**src/calib_status_regs.vh**
```
`ifndef CALIB_STATUS_REGS_VH
`define CALIB_STATUS_REGS_VH

// Register indices and their APB byte addresses (four times the index)
`define IDX_COMMAND          8'h00
`define IDX_STATUS_PRIMARY   8'h01
`define IDX_STATUS_SECONDARY 8'h02
`define IDX_HK_CAL_SELECT    8'h1B
`define IDX_OPERATING_STATE  8'h3C
`define ADDR_COMMAND          {`IDX_COMMAND, 2'b00}
`define ADDR_STATUS_PRIMARY   {`IDX_STATUS_PRIMARY, 2'b00}
`define ADDR_STATUS_SECONDARY {`IDX_STATUS_SECONDARY, 2'b00}
`define ADDR_HK_CAL_SELECT    {`IDX_HK_CAL_SELECT, 2'b00}
`define ADDR_OPERATING_STATE  {`IDX_OPERATING_STATE, 2'b00}

// Calibration opcodes
`define OP_CAL_KICKER 8'h07
`define OP_CAL_OSC    8'h08
`define OP_CAL_PLL    8'h09
`define OP_CAL_LNA    8'h0A

// Trim kinds, also bit positions of the pending mask
`define KIND_KICKER 2'h0
`define KIND_OSC    2'h1
`define KIND_PLL    2'h2
`define KIND_LNA    2'h3

// Primary status bit positions
`define S1_SYNTH_UNLOCK 7
`define S1_TX_PLL_FAIL  6
`define S1_RX_PLL_FAIL  5
`define S1_OSC_FAIL     4
`define S1_KICKER_FAIL  3
`define S1_CHECKSUM     2
`define S1_INSTR_READY  1
`define S1_ADC_DONE     0

// Housekeeping select bits and reset value
`define HK_PLL_BIT    2
`define HK_OSC_BIT    1
`define HK_KICKER_BIT 0
`define HK_RESET      8'h00

// Operating state codes
`define STATE_UNDETERMINED 4'hF
`define STATE_STARTUP      4'hB
`define STATE_ROM_COPY     4'hA
`define STATE_CAL_LNA      4'h9
`define STATE_CAL_PLL      4'h8
`define STATE_CAL_OSC      4'h7
`define STATE_CAL_KICKER   4'h6
`define STATE_STORE_READ   4'h5
`define STATE_STORE_WRITE  4'h4

// Trim watchdog: time in microseconds, clock in MHz
`define CLK_MHZ         10
`define TRIM_TIMEOUT_US 10000
`define TRIM_TIMEOUT_CYC (`TRIM_TIMEOUT_US * `CLK_MHZ)

`endif

```
**src/sticky_flag_bank.v**
```verilog
`timescale 1ns/1ps
module sticky_flag_bank #(
    parameter W = 8
) (
    // Clock and reset
    input  wire         clk,
    input  wire         rst_n,
    // Flag events and clear mask
    input  wire [W-1:0] set,
    input  wire [W-1:0] clr,
    // Flag state
    output reg  [W-1:0] q
);

    // Set beats clear so an event in the clearing cycle survives
    always @(posedge clk or negedge rst_n)
    begin
        if (!rst_n)
            q <= {W{1'b0}};
        else
            q <= set | (q & ~clr);
    end

endmodule

```
**src/cal_trim_engine.v**
```verilog
`timescale 1ns/1ps
module cal_trim_engine #(
    parameter TIMEOUT_CYC = 100000
) (
    // Clock and reset
    input  wire       clk,
    input  wire       rst_n,
    // Launch
    input  wire       start,
    input  wire [1:0] kind,
    // Analog trim handshake
    input  wire       trim_ack,
    input  wire       trim_fail_tx,
    input  wire       trim_fail_rx,
    output reg        trim_req,
    output reg  [1:0] trim_kind,
    // Result
    output reg        done,
    output reg  [1:0] fail
);

    localparam CW = $clog2(TIMEOUT_CYC + 1);
    localparam [CW-1:0] LAST = TIMEOUT_CYC - 1;

    reg [CW-1:0] cnt;

    // A stuck trim must not hang busy forever, so a watchdog fails it
    always @(posedge clk or negedge rst_n)
    begin
        if (!rst_n)
        begin
            trim_req  <= 1'b0;
            trim_kind <= 2'h0;
            cnt       <= {CW{1'b0}};
            done      <= 1'b0;
            fail      <= 2'h0;
        end
        else if (!trim_req)
        begin
            done <= 1'b0;
            if (start)
            begin
                trim_req  <= 1'b1;
                trim_kind <= kind;
                cnt       <= {CW{1'b0}};
            end
        end
        else if (trim_ack)
        begin
            trim_req <= 1'b0;
            done     <= 1'b1;
            fail     <= {trim_fail_tx, trim_fail_rx};
        end
        else if (cnt == LAST)
        begin
            trim_req <= 1'b0;
            done     <= 1'b1;
            fail     <= 2'h3;
        end
        else
            cnt <= cnt + {{(CW-1){1'b0}}, 1'b1};
    end

endmodule

```
**src/calibration_status_control.v**
```verilog
// Operation
// A calibration opcode written to the command register starts it.
// Opcodes 07 kicker, 08 oscillator, 09 PLL, 0A LNA.
// Host calibrates once after power-on before any mode.
// Housekeeping select bits 2,1,0 enable PLL, oscillator, kicker.
// Host reads primary status after each calibration.
// Reading a status register clears its flags.
// Primary bit 7 flags synthesiser unlock at startup.
// Primary bits 6..3 flag TX PLL, RX PLL, oscillator, kicker fails.
// Primary bit 2 flags a store checksum failure.
// Primary bit 1 shows instructions are accepted.
// Busy, secondary bit 0, holds through calibration.
// Busy holds during store reads and writes.
// Busy holds while a received packet is processed.
// Busy holds until a buffered transmit has gone.
// Busy holds through housekeeping and bursts.
// Secondary bits 3:1 give the event cause.
// Secondary bits 7:4 give the channel.
// Outside the medical band, secondary bit 0 shows clear-channel failure.
// Operating state register reports the activity code.
// A read returns pre-clear flags; later sets show next read.
//
// Register access over APB was left to the implementer.
`timescale 1ns/1ps
`include "calib_status_regs.vh"
module calibration_status_control #(
    parameter TRIM_TIMEOUT = `TRIM_TIMEOUT_CYC
) (
    // APB slave
    input  wire        pclk,
    input  wire        presetn,
    input  wire        psel,
    input  wire        penable,
    input  wire        pwrite,
    input  wire [9:0]  paddr,
    input  wire [31:0] pwdata,
    output reg  [31:0] prdata,
    output wire        pready,
    output wire        pslverr,
    // Analog trim handshake
    output wire        trim_req,
    output wire [1:0]  trim_kind,
    input  wire        trim_ack,
    input  wire        trim_fail_tx,
    input  wire        trim_fail_rx,
    // Failure and completion events, one-cycle pulses
    input  wire        synth_unlock_evt,
    input  wire        checksum_fail_evt,
    input  wire        adc_done_evt,
    // Activity levels from the rest of the radio
    input  wire        hk_start,
    input  wire        burst_active,
    input  wire        rx_packet_active,
    input  wire        tx_buffered_active,
    input  wire        store_reading,
    input  wire        store_writing,
    input  wire        rom_copy_active,
    input  wire        startup_active,
    input  wire [1:0]  radio_mode,
    // Event cause and channel reports
    input  wire        irq_evt,
    input  wire [2:0]  irq_cause,
    input  wire        chan_evt,
    input  wire [3:0]  chan_index,
    input  wire        cca_nonmedical,
    input  wire        cca_clear,
    // Status outputs
    output reg         housekeeping_cycle,
    output reg         busy,
    output reg         instr_ready
);

    localparam [2:0] ST_IDLE   = 3'b001;
    localparam [2:0] ST_LAUNCH = 3'b010;
    localparam [2:0] ST_WAIT   = 3'b100;

    reg  [2:0]  state;
    reg  [3:0]  pending;
    reg  [1:0]  cur_kind;
    reg  [7:0]  hk_cal_select;
    reg  [3:0]  state_code;
    reg  [3:0]  clear_channel_index;
    reg  [2:0]  event_cause;
    reg  [3:0]  next_pending;
    reg  [3:0]  next_state_code;
    reg  [7:0]  flag_set;
    reg  [7:0]  flag_clr;
    wire [7:0]  flags;
    wire        cca_fail_flag;
    wire        eng_done;
    wire [1:0]  eng_fail;
    wire        eng_start;
    wire        apb_setup;
    wire        apb_access;
    wire        rd_primary;
    wire        rd_secondary;
    wire        cmd_write;
    wire        next_busy;
    wire [3:0]  new_bits;
    wire        synth_unlock_flag;
    wire        slow_osc_cal_fail;

    // Highest priority pending trim: LNA, PLL, oscillator, kicker
    function [1:0] pick_kind;
        input [3:0] p;
        begin
            if (p[3])
                pick_kind = `KIND_LNA;
            else if (p[2])
                pick_kind = `KIND_PLL;
            else if (p[1])
                pick_kind = `KIND_OSC;
            else
                pick_kind = `KIND_KICKER;
        end
    endfunction

    // One-hot mask of a trim kind
    function [3:0] kind_bit;
        input [1:0] k;
        begin
            kind_bit = 4'h1 << k;
        end
    endfunction

    // Calibration opcode to pending mask; anything else yields none
    function [3:0] decode_opcode;
        input [7:0] op;
        begin
            case (op)
                `OP_CAL_KICKER: decode_opcode = kind_bit(`KIND_KICKER);
                `OP_CAL_OSC:    decode_opcode = kind_bit(`KIND_OSC);
                `OP_CAL_PLL:    decode_opcode = kind_bit(`KIND_PLL);
                `OP_CAL_LNA:    decode_opcode = kind_bit(`KIND_LNA);
                default:        decode_opcode = 4'h0;
            endcase
        end
    endfunction

    // Address decode for the error path; the read path decodes with its own case
    function is_mapped;
        input [9:0] a;
        begin
            is_mapped = (a == `ADDR_COMMAND) || (a == `ADDR_STATUS_PRIMARY) ||
                        (a == `ADDR_STATUS_SECONDARY) || (a == `ADDR_HK_CAL_SELECT) ||
                        (a == `ADDR_OPERATING_STATE);
        end
    endfunction

    // APB phases; the slave never inserts wait states
    assign apb_setup    = psel & ~penable;
    assign apb_access   = psel & penable;
    assign pready       = 1'b1;
    assign pslverr      = apb_access & ~is_mapped(paddr);
    assign rd_primary   = apb_access & ~pwrite & (paddr == `ADDR_STATUS_PRIMARY);
    assign rd_secondary = apb_access & ~pwrite & (paddr == `ADDR_STATUS_SECONDARY);
    // Commands arriving while not ready are dropped, hence the ready flag
    assign cmd_write    = apb_access & pwrite & (paddr == `ADDR_COMMAND) & instr_ready;

    // Housekeeping and host requests merge into the pending mask
    assign new_bits = (cmd_write ? decode_opcode(pwdata[7:0]) : 4'h0) |
                      (hk_start ? {1'b0, hk_cal_select[`HK_PLL_BIT],
                                   hk_cal_select[`HK_OSC_BIT],
                                   hk_cal_select[`HK_KICKER_BIT]} : 4'h0);

    assign eng_start = (state == ST_LAUNCH);

    // Pending bits: a launch clears only the bit it takes
    always @*
    begin
        next_pending = pending | new_bits;
        if (eng_start)
            next_pending = (pending & ~kind_bit(cur_kind)) | new_bits;
    end

    // Sequencer runs pending trims one after another
    always @(posedge pclk or negedge presetn)
    begin
        if (!presetn)
        begin
            state    <= ST_IDLE;
            pending  <= 4'h0;
            cur_kind <= 2'h0;
        end
        else
        begin
            pending <= next_pending;
            case (state)
                ST_IDLE:
                    if (pending != 4'h0)
                    begin
                        cur_kind <= pick_kind(pending);
                        state    <= ST_LAUNCH;
                    end
                ST_LAUNCH:
                    state <= ST_WAIT;
                ST_WAIT:
                    if (eng_done)
                        state <= ST_IDLE;
                default:
                    state <= ST_IDLE;
            endcase
        end
    end

    cal_trim_engine #(
        .TIMEOUT_CYC (TRIM_TIMEOUT)
    ) u_trim (
        .clk          (pclk),
        .rst_n        (presetn),
        .start        (eng_start),
        .kind         (cur_kind),
        .trim_ack     (trim_ack),
        .trim_fail_tx (trim_fail_tx),
        .trim_fail_rx (trim_fail_rx),
        .trim_req     (trim_req),
        .trim_kind    (trim_kind),
        .done         (eng_done),
        .fail         (eng_fail)
    );

    // Housekeeping cycle spans its whole batch of trims
    always @(posedge pclk or negedge presetn)
    begin
        if (!presetn)
            housekeeping_cycle <= 1'b0;
        else if (hk_start)
            housekeeping_cycle <= 1'b1;
        else if (state == ST_IDLE && pending == 4'h0)
            housekeeping_cycle <= 1'b0;
    end

    // Busy covers every activity the host must not interrupt
    assign next_busy = (state != ST_IDLE) | (pending != 4'h0) |
                       store_reading | store_writing |
                       rx_packet_active |
                       tx_buffered_active |
                       housekeeping_cycle | hk_start | burst_active |
                       startup_active | rom_copy_active;

    // Registered so busy and ready never disagree within a cycle
    always @(posedge pclk or negedge presetn)
    begin
        if (!presetn)
        begin
            busy        <= 1'b1;
            instr_ready <= 1'b0;
        end
        else
        begin
            busy        <= next_busy | cmd_write | (new_bits != 4'h0);
            instr_ready <= ~(next_busy | cmd_write | (new_bits != 4'h0));
        end
    end

    // Sticky flag events; the ready bit is live and never stored
    always @*
    begin
        flag_set = 8'h00;
        flag_set[`S1_SYNTH_UNLOCK] = synth_unlock_evt;
        if (eng_done && state == ST_WAIT)
        begin
            if (cur_kind == `KIND_PLL)
            begin
                flag_set[`S1_TX_PLL_FAIL] = eng_fail[1];
                flag_set[`S1_RX_PLL_FAIL] = eng_fail[0];
            end
            if (cur_kind == `KIND_OSC)
                flag_set[`S1_OSC_FAIL] = |eng_fail;
            if (cur_kind == `KIND_KICKER)
                flag_set[`S1_KICKER_FAIL] = |eng_fail;
        end
        flag_set[`S1_CHECKSUM] = checksum_fail_evt;
        flag_set[`S1_ADC_DONE] = adc_done_evt;
        // Only the bits the host actually saw are cleared
        flag_clr = rd_primary ? prdata[7:0] : 8'h00;
        flag_clr[`S1_INSTR_READY] = 1'b0;
    end

    sticky_flag_bank #(
        .W (8)
    ) u_primary_flags (
        .clk   (pclk),
        .rst_n (presetn),
        .set   (flag_set),
        .clr   (flag_clr),
        .q     (flags)
    );

    assign synth_unlock_flag = flags[`S1_SYNTH_UNLOCK];
    assign slow_osc_cal_fail = flags[`S1_OSC_FAIL];

    sticky_flag_bank #(
        .W (1)
    ) u_cca_flag (
        .clk   (pclk),
        .rst_n (presetn),
        .set   (chan_evt & cca_nonmedical & ~cca_clear),
        .clr   (rd_secondary & cca_nonmedical & prdata[0]),
        .q     (cca_fail_flag)
    );

    // Cause and channel fields; a new report wins over the read clear
    always @(posedge pclk or negedge presetn)
    begin
        if (!presetn)
        begin
            event_cause         <= 3'h0;
            clear_channel_index <= 4'h0;
        end
        else
        begin
            if (irq_evt)
                event_cause <= irq_cause;
            else if (rd_secondary)
                event_cause <= 3'h0;
            if (chan_evt)
                clear_channel_index <= chan_index;
            else if (rd_secondary)
                clear_channel_index <= 4'h0;
        end
    end

    // Activity code, calibration and store ahead of radio mode
    always @*
    begin
        if (state != ST_IDLE)
        begin
            case (cur_kind)
                `KIND_LNA: next_state_code = `STATE_CAL_LNA;
                `KIND_PLL: next_state_code = `STATE_CAL_PLL;
                `KIND_OSC: next_state_code = `STATE_CAL_OSC;
                default:   next_state_code = `STATE_CAL_KICKER;
            endcase
        end
        else if (store_reading)
            next_state_code = `STATE_STORE_READ;
        else if (store_writing)
            next_state_code = `STATE_STORE_WRITE;
        else if (rom_copy_active)
            next_state_code = `STATE_ROM_COPY;
        else if (startup_active)
            next_state_code = `STATE_STARTUP;
        else
            next_state_code = {2'b00, radio_mode};
    end

    // Undetermined until the first clock after reset
    always @(posedge pclk or negedge presetn)
    begin
        if (!presetn)
            state_code <= `STATE_UNDETERMINED;
        else
            state_code <= next_state_code;
    end

    // Housekeeping select register
    always @(posedge pclk or negedge presetn)
    begin
        if (!presetn)
            hk_cal_select <= `HK_RESET;
        else if (apb_access && pwrite && paddr == `ADDR_HK_CAL_SELECT)
            hk_cal_select <= pwdata[7:0];
    end

    // Read data is frozen in the setup cycle, so the access edge
    // clears exactly what is returned
    always @(posedge pclk or negedge presetn)
    begin
        if (!presetn)
            prdata <= 32'h00000000;
        else if (apb_setup && !pwrite)
        begin
            case (paddr)
                `ADDR_STATUS_PRIMARY:
                    prdata <= {24'h000000, flags[7:2], instr_ready, flags[0]};
                `ADDR_STATUS_SECONDARY:
                    prdata <= {24'h000000, clear_channel_index, event_cause,
                               cca_nonmedical ? cca_fail_flag : busy};
                `ADDR_HK_CAL_SELECT:
                    prdata <= {24'h000000, hk_cal_select};
                `ADDR_OPERATING_STATE:
                    prdata <= {28'h0000000, state_code};
                default:
                    prdata <= 32'h00000000;
            endcase
        end
    end

endmodule

```
**config.mk**
```make
export PLATFORM = sky130hd
export DESIGN_NAME = calibration_status_control
export DESIGN_NICKNAME = d
export VERILOG_FILES = /design/src/sticky_flag_bank.v /design/src/cal_trim_engine.v /design/src/calibration_status_control.v
export VERILOG_INCLUDE_DIRS = /design/src
export SDC_FILE = /design/constraint.sdc
export NUM_CORES = 1
export LEC_CHECK = 0
export BUFFER_PORTS_ARGS = -buffer_cell sky130_fd_sc_hd__buf_2
export CORE_ASPECT_RATIO = 0.8
export CORE_MARGIN = 5
export CORE_UTILIZATION = 40
export CTS_BUF_LIST = sky130_fd_sc_hd__clkbuf_16
export CTS_CLUSTER_DIAMETER = 200
export DETAILED_ROUTE_END_ITERATION = 6
export GPL_TIMING_DRIVEN = 1
export PLACE_DENSITY_LB_ADDON = 0.3
export SYNTH_ARGS = -nofsm -noshare
export SYNTH_HDL_FRONTEND = slang
export SYNTH_HIERARCHICAL = 1
export SYNTH_SLANG_ARGS = --single-unit
```
**constraint.sdc**
```tcl
create_clock -name pclk -period 1.78 [get_ports pclk]
set_input_delay 0.089 -clock pclk [delete_from_list [all_inputs] [get_ports pclk]]
set_output_delay 0.089 -clock pclk [all_outputs]
set_load 0.1 [all_outputs]
```
Yosys cells after proc, flatten, opt, wreduce, memory -nomap -nowiden
Cells that the tools add are included.
{"block": "totals", "output_inout_bits": 40, "in_bits": 74, "wordCells": 151, "ff_bits": 95}
{"block": "classes", "n_reduce_logical": 26, "shift": 1, "bitwise_logic": 42, "n_addsub": 1, "mux": 42, "n_eq_ne": 21}
{"op": "$mux 17", "n": 4}
{"op": "$mux 4", "n": 10}
{"op": "$pmux 8 s4", "n": 1}
{"op": "$eq 8x4->1 const B", "n": 3}
{"op": "$add 17x1->17 const B", "n": 1}
{"op": "$eq 17x17->1 const B", "n": 1}
{"op": "$pmux 4 s4", "n": 1}
{"op": "$mux 3", "n": 5}
{"op": "$and 1x1->1", "n": 14}
{"op": "$mux 1", "n": 13}
{"op": "$or 1x1->1", "n": 13}
{"op": "$pmux 4 s3", "n": 1}
{"op": "$eq 10x3->1 const B", "n": 1}
{"op": "$eq 10x4->1 const B", "n": 1}
{"op": "$eq 10x7->1 const B", "n": 1}
{"op": "$eq 10x8->1 const B", "n": 1}
{"op": "$logic_not 10->1", "n": 1}
{"op": "$mux 2", "n": 5}
{"op": "$reduce_bool 2->1", "n": 5}
{"op": "$pmux 3 s3", "n": 1}
{"op": "$and 8x8->8", "n": 1}
{"op": "$eq 8x3->1 const B", "n": 1}
{"op": "$mux 8", "n": 1}
{"op": "$not 8->8", "n": 1}
{"op": "other kinds (25)", "n": 46}

Logic depth before layout (Yosys ltp)
Gate-level depths: netlist of the first run.
{"block": "logic_depth", "depth_word": 14, "mapped_depth": 6, "ltp_nobuf": 6}

Hierarchy
The synthesis of the first run kept the hierarchy.
{"mod": "calibration_status_control", "instances": 1, "seq_area_each_um2": 983.4, "cells_each": 224, "area_each_um2": 2202.1}
{"mod": "cal_trim_engine", "instances": 1, "seq_area_each_um2": 575.6, "cells_each": 122, "area_each_um2": 1266.2}
{"mod": "sticky_flag_bank at u_primary_flags", "instances": 1, "seq_area_each_um2": 200.2, "cells_each": 24, "area_each_um2": 290.3}
{"mod": "sticky_flag_bank at u_cca_flag", "instances": 1, "seq_area_each_um2": 25.0, "cells_each": 3, "area_each_um2": 36.3}

Worst setup path after synthesis of the first run
Ideal clock, no wire load.
{"block": "synth_timing", "path_type": "register to register", "from": "register u_trim.trim_req", "to": "register u_trim.cnt[11]", "period_less_slack_ns": 2.129, "n_path_buf": 0, "required_time_ns": 1.656, "path_slack_ns": -0.349, "setup_time_ns": 0.124, "stages_incl_launch_ff": 5, "arrival_time_ns": 2.005, "path_cell_list": "dfrtp_1 > nand4b_4 > nor4_4 > a31oi_1 > a211o_1"}
{"block": "synth_via", "elab_chain_len": 2, "elab_cells_between_ends": 5, "cone_classes": "eq/ne (2); mux (1); reduce/logical (2)"}
{"item": "from (decl)", "line": "cal_trim_engine.v:15", "rtl": "output reg trim_req,"}
{"item": "from (signal assigned)", "line": "cal_trim_engine.v:32", "rtl": "trim_req <= 1'b0;"}
{"item": "from (signal assigned)", "line": "cal_trim_engine.v:43", "rtl": "trim_req <= 1'b1;"}
{"item": "from (signal assigned)", "line": "cal_trim_engine.v:50", "rtl": "trim_req <= 1'b0;"}
{"item": "$ne 2x2->1 (no line) / $reduce_bool 2->1 (equally long branches)"}
{"item": "$reduce_and 3->1 (no line)"}
{"item": "to (signal assigned)", "line": "cal_trim_engine.v:34", "rtl": "cnt <= {CW{1'b0}};"}
{"item": "to (signal assigned)", "line": "cal_trim_engine.v:45", "rtl": "cnt <= {CW{1'b0}};"}
{"item": "to (signal assigned)", "line": "cal_trim_engine.v:61", "rtl": "cnt <= cnt + {{(CW-1){1'b0}}, 1'b1};"}
{"item": "to (decl)", "line": "cal_trim_engine.v:25", "rtl": "reg [CW-1:0] cnt;"}
Parallel ways exist; a longest one is shown, timed or not.
A chain may end at the register's enable or synchronous reset.

Worst setup path after layout of the first run
{"block": "layout_timing", "from": "register u_trim.cnt[8]", "to": "register u_trim.cnt[0]"}
{"block": "layout_via", "elab_chain_len": 3}
{"item": "$eq 17x17->1", "line": "cal_trim_engine.v:54", "rtl": "else if (cnt == LAST)"}
{"item": "$ne 2x2->1 (no line)"}
{"item": "$reduce_and 3->1 (no line)"}
Every way passes these cells.

==> impl_metrics.toml, run 1 <==
[status]
status = "completed"

[sta]
fmax_mhz = 598
slew_headroom_pct = 60.6
period_needed_ns = 1.67
rsz0062_at_grt = "no"
worstMarginPinSlew_ns = 0.586
setup_ws_ns = 0.108
setup_viol = 0
hold_viol = 0
tns_ns = 0
maxSlewViolCount = 0
skew_ns = 0.00657
timing.final.crit_share_pct = 93.9

[placement]
placed_cells = 573
portBuffers = 64
place_hpwl_mm = 7.07
gp_congestion = 0.873
pre_cts_ws_ns = 0.0261

[cells_and_area]
area_growth_pct = 27.8
layout.nets = 557
n_fill_cell = 809
final_cell_mix = "buf_2 (63), dfrtp_1 (62), nand2_1 (41)"
final_common_cell = "buf_2"
diodes = 0
drive_gt1_share_pct = 29.6
fin_cells = 602

[die]
num_io_pins = 114
chipHeight_um = 96.7
die_area_um2 = 11400
initial_core_util_pct = 41.2
coreArea_um2 = 9110
die_x_um = 118
row_count = 31

[route]
post_drt_wl_per_cell_um = 15.7
wl_met2_mm = 4.46
drc = 0
dr.pass1.iters = 4
vias = 3245
routed_wl_mm = 9.42
wl_met1_mm = 4.16
drt_iter0_markers = 165
ant_nets = 0
avgViaCountPerCell = 5.39
wl_met3_um = 705
top_layer_used = "met4"

[power_and_ir_drop]
p_leak_uw = 0.00231
ir_worst_vdd_uv = 571
p_per_area_nw_per_um2 = 931

[run]
maxCapViolations = 0

[global_route]
grt_pass1_vias = 3194
grt_overflow = 0
antenna_found_initial = 0
grt_max_degree = 33
grt_pass1_wl_mm = 15.7
grt_use_total_pct = 16.6

[critical_path]
cp-start-kind = "register"
path_cells = "nor4b_2 -> a41oi_4 -> buf_4 -> buf_4 -> nand2b_1 -> o21ai_1"
critPathKind = "register to register"
cp-end-kind = "register"
critical_path.max_fanout = 4
cp.arrival_ns = 1.93
crit_path_top_delay_cell = "nor4b_2"
r2r_cells = 6
cp_common_cell = "buf_4"
cp_slowest_stage_delay_ns = 0.43
crit_required_ns = 2.03

[synth]
synth_warnings = 6
syn_area_um2 = 3760
syn_inst = 370
syn_avg_cell_area_um2 = 10.2

[worst_hold_path]
hold_depth = 3
hp-class = "primary input to register"

[clock_tree]
clock_latency_ns = 0.33
htree_levels = 3
clock_path_buffers = 2
numCtsBuffers = 9
cts_root_buf = "clkbuf_16"
clkTransAtPathRegs_ns = 0.05
cts_tree = "done"
cts_sinks = 70
postCtsSetupRepairBufs = 0
layout make-up:
type	instances	area, um2	area share [%]
multi-input combinational	270	1810	37.8
timing repair buffer	113	748	15.6
sequential	70	1760	36.7
tap	115	144	3.00
clock inverter	7	41.3	0.860
inverter	18	67.6	1.41
clock buffer	9	225	4.69
final timing paths:
| check | slack, ns | to | start |
|---|---|---|---|
| min in group asynchronous | 0.23 | instr_ready | presetn |
| hold / removal | 0.008 | busy | burst_active |
| max in group asynchronous | 0.86 | state[0] | presetn |
| setup / recovery | 0.11 | u_trim/cnt[0] | u_trim/cnt[8] |
| hold reg to reg | 0.47 | u_cca_flag/q | u_cca_flag/q |
| setup reg to reg | 0.11 | u_trim/cnt[0] | u_trim/cnt[8] |
sequential cells by signal (all words and copies together), names as in the netlist, 3 cells and up:
register	flops
u_trim/cnt	17
state	3
clear_channel_index	4
pending	4
event_cause	3
state_code	4
hk_cal_select	8
u_primary_flags/q	7
prdata	8
worst max-delay path, delay by kind of cell, from the launching register on:
kind	cells	cell delay, ns
simple gates	2	0.58
flops	1	0.39
buf+inv	2	0.33
compound gates	2	0.31
stage by stage:
step	hold WS, ns	util (%)	power (uW)	area, um2
finish	0.00774	52.7	4470	4800
global route	0.00670	52.7	4690	4800
CTS	0.00467	52.3	4500	4770
detailed placement	0.0507	48.0	2870	4370
global placement	0.0496	48.0	2840	4370
floorplan	-0.207	-	2550	3850
metal layers:
metal  global-route usage, %  up-vias
li1                        -     1544
met1                    23.3     1573
met2                    25.8      114
met3                    3.50       14
met4                    4.71        0
met5                       0        -
power by group:
part	switching (uW)	internal [uW]
logic	716	318
registers	88.6	1760
clock network	664	928
total	1470	3000
what timing repair did:
item | 4_1_cts | 5_1_grt
setup endpoints to repair | 0 | 4
resized for setup | 0 | 5
endpoints found under the hold margin | 26 | 0
hold buffers | 13 | 0
No activity file was read; power rests on OpenSTA's default activity.
==> run 2, diff against run 1 <==
CELL_PAD_IN_SITES_DETAIL_PLACEMENT = 0   (was unset)
CELL_PAD_IN_SITES_GLOBAL_PLACEMENT = 2   (was unset)
CORE_UTILIZATION = 28   (was 40)
==> run 2 against run 1 <==
  * Routed wire length is 6.4% higher
  * Register-to-register slack worse by 0.03 ns
  * Hold slack about the same
  * Non-clock buffer count is 9 higher
  * Sequential share of layout area is 1.7 points lower
  * Cell area increased by 4.8%
  * Utilization decreased by 14 points
==> impl_metrics.toml, run 2 (same netlist as run 1, synthesis figures left out) <==
[route]
ant_nets = 0
drc = 0
vias = 3190
post_drt_wl_per_cell_um = 14.9
dr.pass1.iters = 5
routed_wl_mm = 10.0
avgViaCountPerCell = 4.75
drt_iter0_markers = 143

[placement]
gp_congestion = 0.765
placed_cells = 637
portBuffers = 64
pre_cts_ws_ns = 0.0567
place_area_um2 = 4490
place_hpwl_mm = 7.62

[global_route]
antenna_found_initial = 0
grt_overflow = 0
grt_max_degree = 71
grt_pass1_wl_mm = 16.4
grt_use_total_pct = 13.0
grt_pass1_vias = 3206

[critical_path]
critical_path.max_fanout = 5
ff2ff_setup_slack_ns = 0.08
r2r-start = "u_trim/cnt[0]"
r2r_cells = 6
crit_start = "u_trim/cnt[0]"
cp.arrival_ns = 1.91
r2r-end = "u_trim/cnt[11]"
cp-end-kind = "register"
crit_required_ns = 1.99
cp-start-kind = "register"
crit_path_end = "u_trim/cnt[11]"
critPathKind = "register to register"

[die]
num_io_pins = 114
die_area_um2 = 15900
chipHeight_um = 114
die_x_um = 140
row_count = 37
initial_core_util_pct = 28.9
coreArea_um2 = 13000

[cells_and_area]
area_growth_pct = 33.9
layout.nets = 566
fin_cells = 671
largest_reg_flops = 17
top_regs = "u_trim/cnt x17, hk_cal_select x8, prdata x8"
multi_input_area_um2 = 1800
drive_gt1_share_pct = 29.4
final_common_cell = "buf_2"
final_cell_mix = "buf_2 (63), dfrtp_1 (62), nand2_1 (41)"
diodes = 0
seqCellArea_um2 = 1760
top_register = "u_trim/cnt"
fin_area_um2 = 5030
n_fill_cell = 1306

[sta]
setup_viol = 0
hold_viol = 0
period_needed_ns = 1.70
rsz0062_at_grt = "no"
worstMarginPinSlew_ns = 0.588
fmax_mhz = 589
skew_ns = 0.00831
maxSlewViolCount = 0
slew_headroom_pct = 60.4
setup_ws_ns = 0.0820
timing.final.crit_share_pct = 95.4

[worst_hold_path]
hp-start = "irq_evt"
hp-class = "primary input to register"

[clock_tree]
htree_levels = 3
cts_root_buf = "clkbuf_16"
cts_sinks = 70
numCtsBuffers = 9
clock_path_buffers = 2
postCtsSetupRepairBufs = 0
cts_tree = "done"
clkTransAtPathRegs_ns = 0.06
clock_latency_ns = 0.33

[power_and_ir_drop]
p_per_area_nw_per_um2 = 975
total_power_uw = 4910
ir_worst_vdd_uv = 502
p_leak_uw = 0.00240

[status]
status = "completed"

[run]
maxCapViolations = 0
-- run 2: cell count changes in the layout (fill, tap and decap cells not counted), moves of 2 or more --
cell	change
clkinv_1	-2
dlygate4sd3_1	+5
clkinv_2	-2
clkinvlp_4	-2
inv_1	+2
bufinv_16	+3
buf_4	+3
-- run 2: worst max-delay path: stages (launching register included) --
cell and delay, ns:
dfrtp_1 0.38, ha_1 0.23, and4_1 0.26, a41oi_4 0.22, buf_4 0.16, nor2_2 0.05
a211o_1 0.29
-- run 2: worst min path at each step --
stage | endpoint | slack (ns) | cells past startpoint
2_1_floorplan | clear_channel_index[0] | -0.21 | 0
4_1_cts | pending[2] | 0.001 | 2
3_5_place_dp | event_cause[0] | 0.15 | 2
5_1_grt | hk_cal_select[3] | 0.009 | 2
6_report | event_cause[2] | 0.007 | 2
3_3_place_gp | event_cause[0] | 0.15 | 2
-- run 2: repair_timing --
action / in CTS / in global routing
gates resized for setup: 0 / 3
hold buffers: 18 / 0
setup endpoints to repair: 0 / 11
endpoints found under the hold margin: 81 / 0
-- run 2: stage by stage --
stage / setup TNS, ns / hold slack (ns) / utilization [%]
after floorplan: -0.00648 / -0.207 / -
after global placement: 0 / 0.152 / 34.5
after detailed placement: 0 / 0.151 / 34.5
after CTS: 0 / 0.00117 / 38.5
after global routing: 0 / 0.00928 / 38.7
final: 0 / 0.00747 / 38.7
-- run 2: metal layers --
metal  share of wire [%]  vias up  GRT usage, %
li1                    -     1563             -
met1                  50     1545          18.9
met2                  44       76          19.0
met3                 4.9        6          3.31
met4                 1.1        0          4.07
met5                   0        -             0
-- run 2: report_power, final --
group          total (uW)  internal, uW  switching [uW]
registers            1840          1750            87.3
clock network        2030          1360             668
logic                1030           325             709
total                4910          3440            1460
-- run 2: area by class of cell --
type	count	area share, %
tap	175	4.35
timing repair buffer	122	16.7
clock buffer	9	4.47
inverter	18	1.34
sequential	70	35.0
multi-input combinational	270	35.8
clock inverter	7	2.29
==> run 3, diff against run 2 <==
CORE_ASPECT_RATIO = 1.1   (was 0.8)
==> run 3 against run 2 <==
  * Hold slack better by 0.0079 ns
  * Utilization fell by 1.6 points
  * Clock skew shrank 0.0028 ns
  * Register-to-register slack better by 0.03 ns
  * Sequential share of layout area grew 0.93 points
  * Global-route usage rose by 0.18 points
  * Combinational power barely moved
  * Sequential power about the same
  * Critical path type unchanged
  * Largest power group is now sequential cells
==> impl_metrics.toml, run 3 (same netlist as run 1, synthesis figures left out) <==
[cells_and_area]
top_regs = "u_trim/cnt x17, hk_cal_select x8, prdata x8"
top_register = "u_trim/cnt"
fin_cells = 653
n_fill_cell = 1369
final_common_cell = "buf_2"
drive_gt1_share_pct = 28.0
area_growth_pct = 30.5
largest_reg_flops = 17
diodes = 0
final_cell_mix = "buf_2 (63), dfrtp_1 (62), nand2_1 (41)"
layout.nets = 562

[sta]
slew_headroom_pct = 66.6
skew_ns = 0.00555
period_needed_ns = 1.66
tns_ns = 0
whs_ns = 0.0154
fmax_mhz = 601
setup_viol = 0
hold_viol = 0
maxSlewViolCount = 0
rsz0062_at_grt = "no"
timing.final.crit_share_pct = 93.5
worstMarginPinSlew_ns = 0.496

[critical_path]
cp-end-kind = "register"
ff2ff_setup_slack_ns = 0.12
cp.arrival_ns = 1.89
r2r-end = "u_trim/cnt[12]"
r2r_cells = 6
r2r-start = "u_trim/cnt[1]"
cp-start-kind = "register"
crit_required_ns = 2.01
critPathKind = "register to register"
critical_path.max_fanout = 3
crit_start = "u_trim/cnt[1]"

[global_route]
antenna_found_initial = 0
grt_pass1_vias = 3254
grt_max_degree = 71
grt_pass1_wl_mm = 16.6
grt_use_total_pct = 13.2
grt_overflow = 0

[status]
status = "completed"

[power_and_ir_drop]
p_per_area_nw_per_um2 = 902
p_leak_uw = 0.00236
total_power_uw = 4420
ir_worst_vdd_uv = 476

[worst_hold_path]
hp-start = "trim_fail_tx"
hp-class = "primary input to register"
hold_depth = 2
hold_end = "u_trim/fail[1]"

[die]
die_area_um2 = 15800
initial_core_util_pct = 28.4
coreArea_um2 = 13200
num_io_pins = 114
die_x_um = 120
chipHeight_um = 132
row_count = 44

[route]
drt_iter0_markers = 186
ant_nets = 0
dr.pass1.iters = 4
drc = 0
avgViaCountPerCell = 4.78
post_drt_wl_per_cell_um = 15.4
routed_wl_mm = 10.0
vias = 3121

[clock_tree]
numCtsBuffers = 9
cts_sinks = 70
clock_path_buffers = 2
cts_root_buf = "clkbuf_16"
postCtsSetupRepairBufs = 0
cts_tree = "done"
htree_levels = 3
clkTransAtPathRegs_ns = 0.05
clock_latency_ns = 0.34

[placement]
placed_cells = 619
place_hpwl_mm = 7.49
portBuffers = 64
gp_congestion = 0.799

[run]
maxCapViolations = 0
## run 3: how the worst max path moves through the flow
stage | cells past startpoint | to | slack, ns
after floorplan | 4 | u_trim/cnt[11] | -0.006
after global placement | 6 | u_trim/cnt[4] | 0.06
after detailed placement | 6 | u_trim/cnt[3] | 0.07
after CTS | 6 | u_trim/cnt[3] | 0.05
after global routing | 6 | u_trim/cnt[12] | 0.02
final | 6 | u_trim/cnt[12] | 0.12
## run 3: final cells by class
cell class	count	area [um2]	share of cell area, %
Sequential cell	70	1760	35.9
Inverter	18	67.6	1.38
Multi-Input combinational cell	270	1810	36.9
Tap cell	161	201	4.11
Clock inverter	7	27.5	0.561
Clock buffer	9	225	4.59
Timing Repair Buffer	118	811	16.5
## run 3: metrics by stage
| stage | utilization (%) | setup slack [ns] | cell area [um2] |
|---|---|---|---|
| CTS | 36.9 | 0.0526 | 4880 |
| global route | 37.1 | 0.0211 | 4900 |
| detailed placement | 33.6 | 0.0746 | 4440 |
| global placement | 33.6 | 0.0647 | 4440 |
| finish | 37.1 | 0.115 | 4900 |
| floorplan | - | -0.00648 | 3850 |
## run 3: worst max-delay path: stages (launching register included)
cell	delay, ns
dfrtp_1	0.35
ha_1	0.18
buf_4	0.12
nand4_1	0.18
nor4_1	0.44
a211oi_1	0.09
a31o_1	0.19
## run 3: report_power, final
part           internal [uW]  total, uW  switching, uW  leakage, uW
combinational            320       1010            687      0.00134
clock                    908       1550            639     0.000136
sequential              1760       1870            114     0.000882
total                   2980       4420           1440      0.00236
## run 3: what timing repair did
action,CTS,global route
hold buffers,18,0
setup endpoints to repair,0,13
endpoints found under the hold margin,81,0
resized for setup,0,4
## run 3: per-layer routing
| layer | GRT usage, % | vias up | part of all wire [%] |
|---|---|---|---|
| li1 | - | 1564 | - |
| met3 | 4.47 | 8 | 4.5 |
| met2 | 21.8 | 62 | 49 |
| met5 | 0 | - | 0 |
| met1 | 16.0 | 1487 | 45 |
| met4 | 4.47 | 0 | 1.2 |
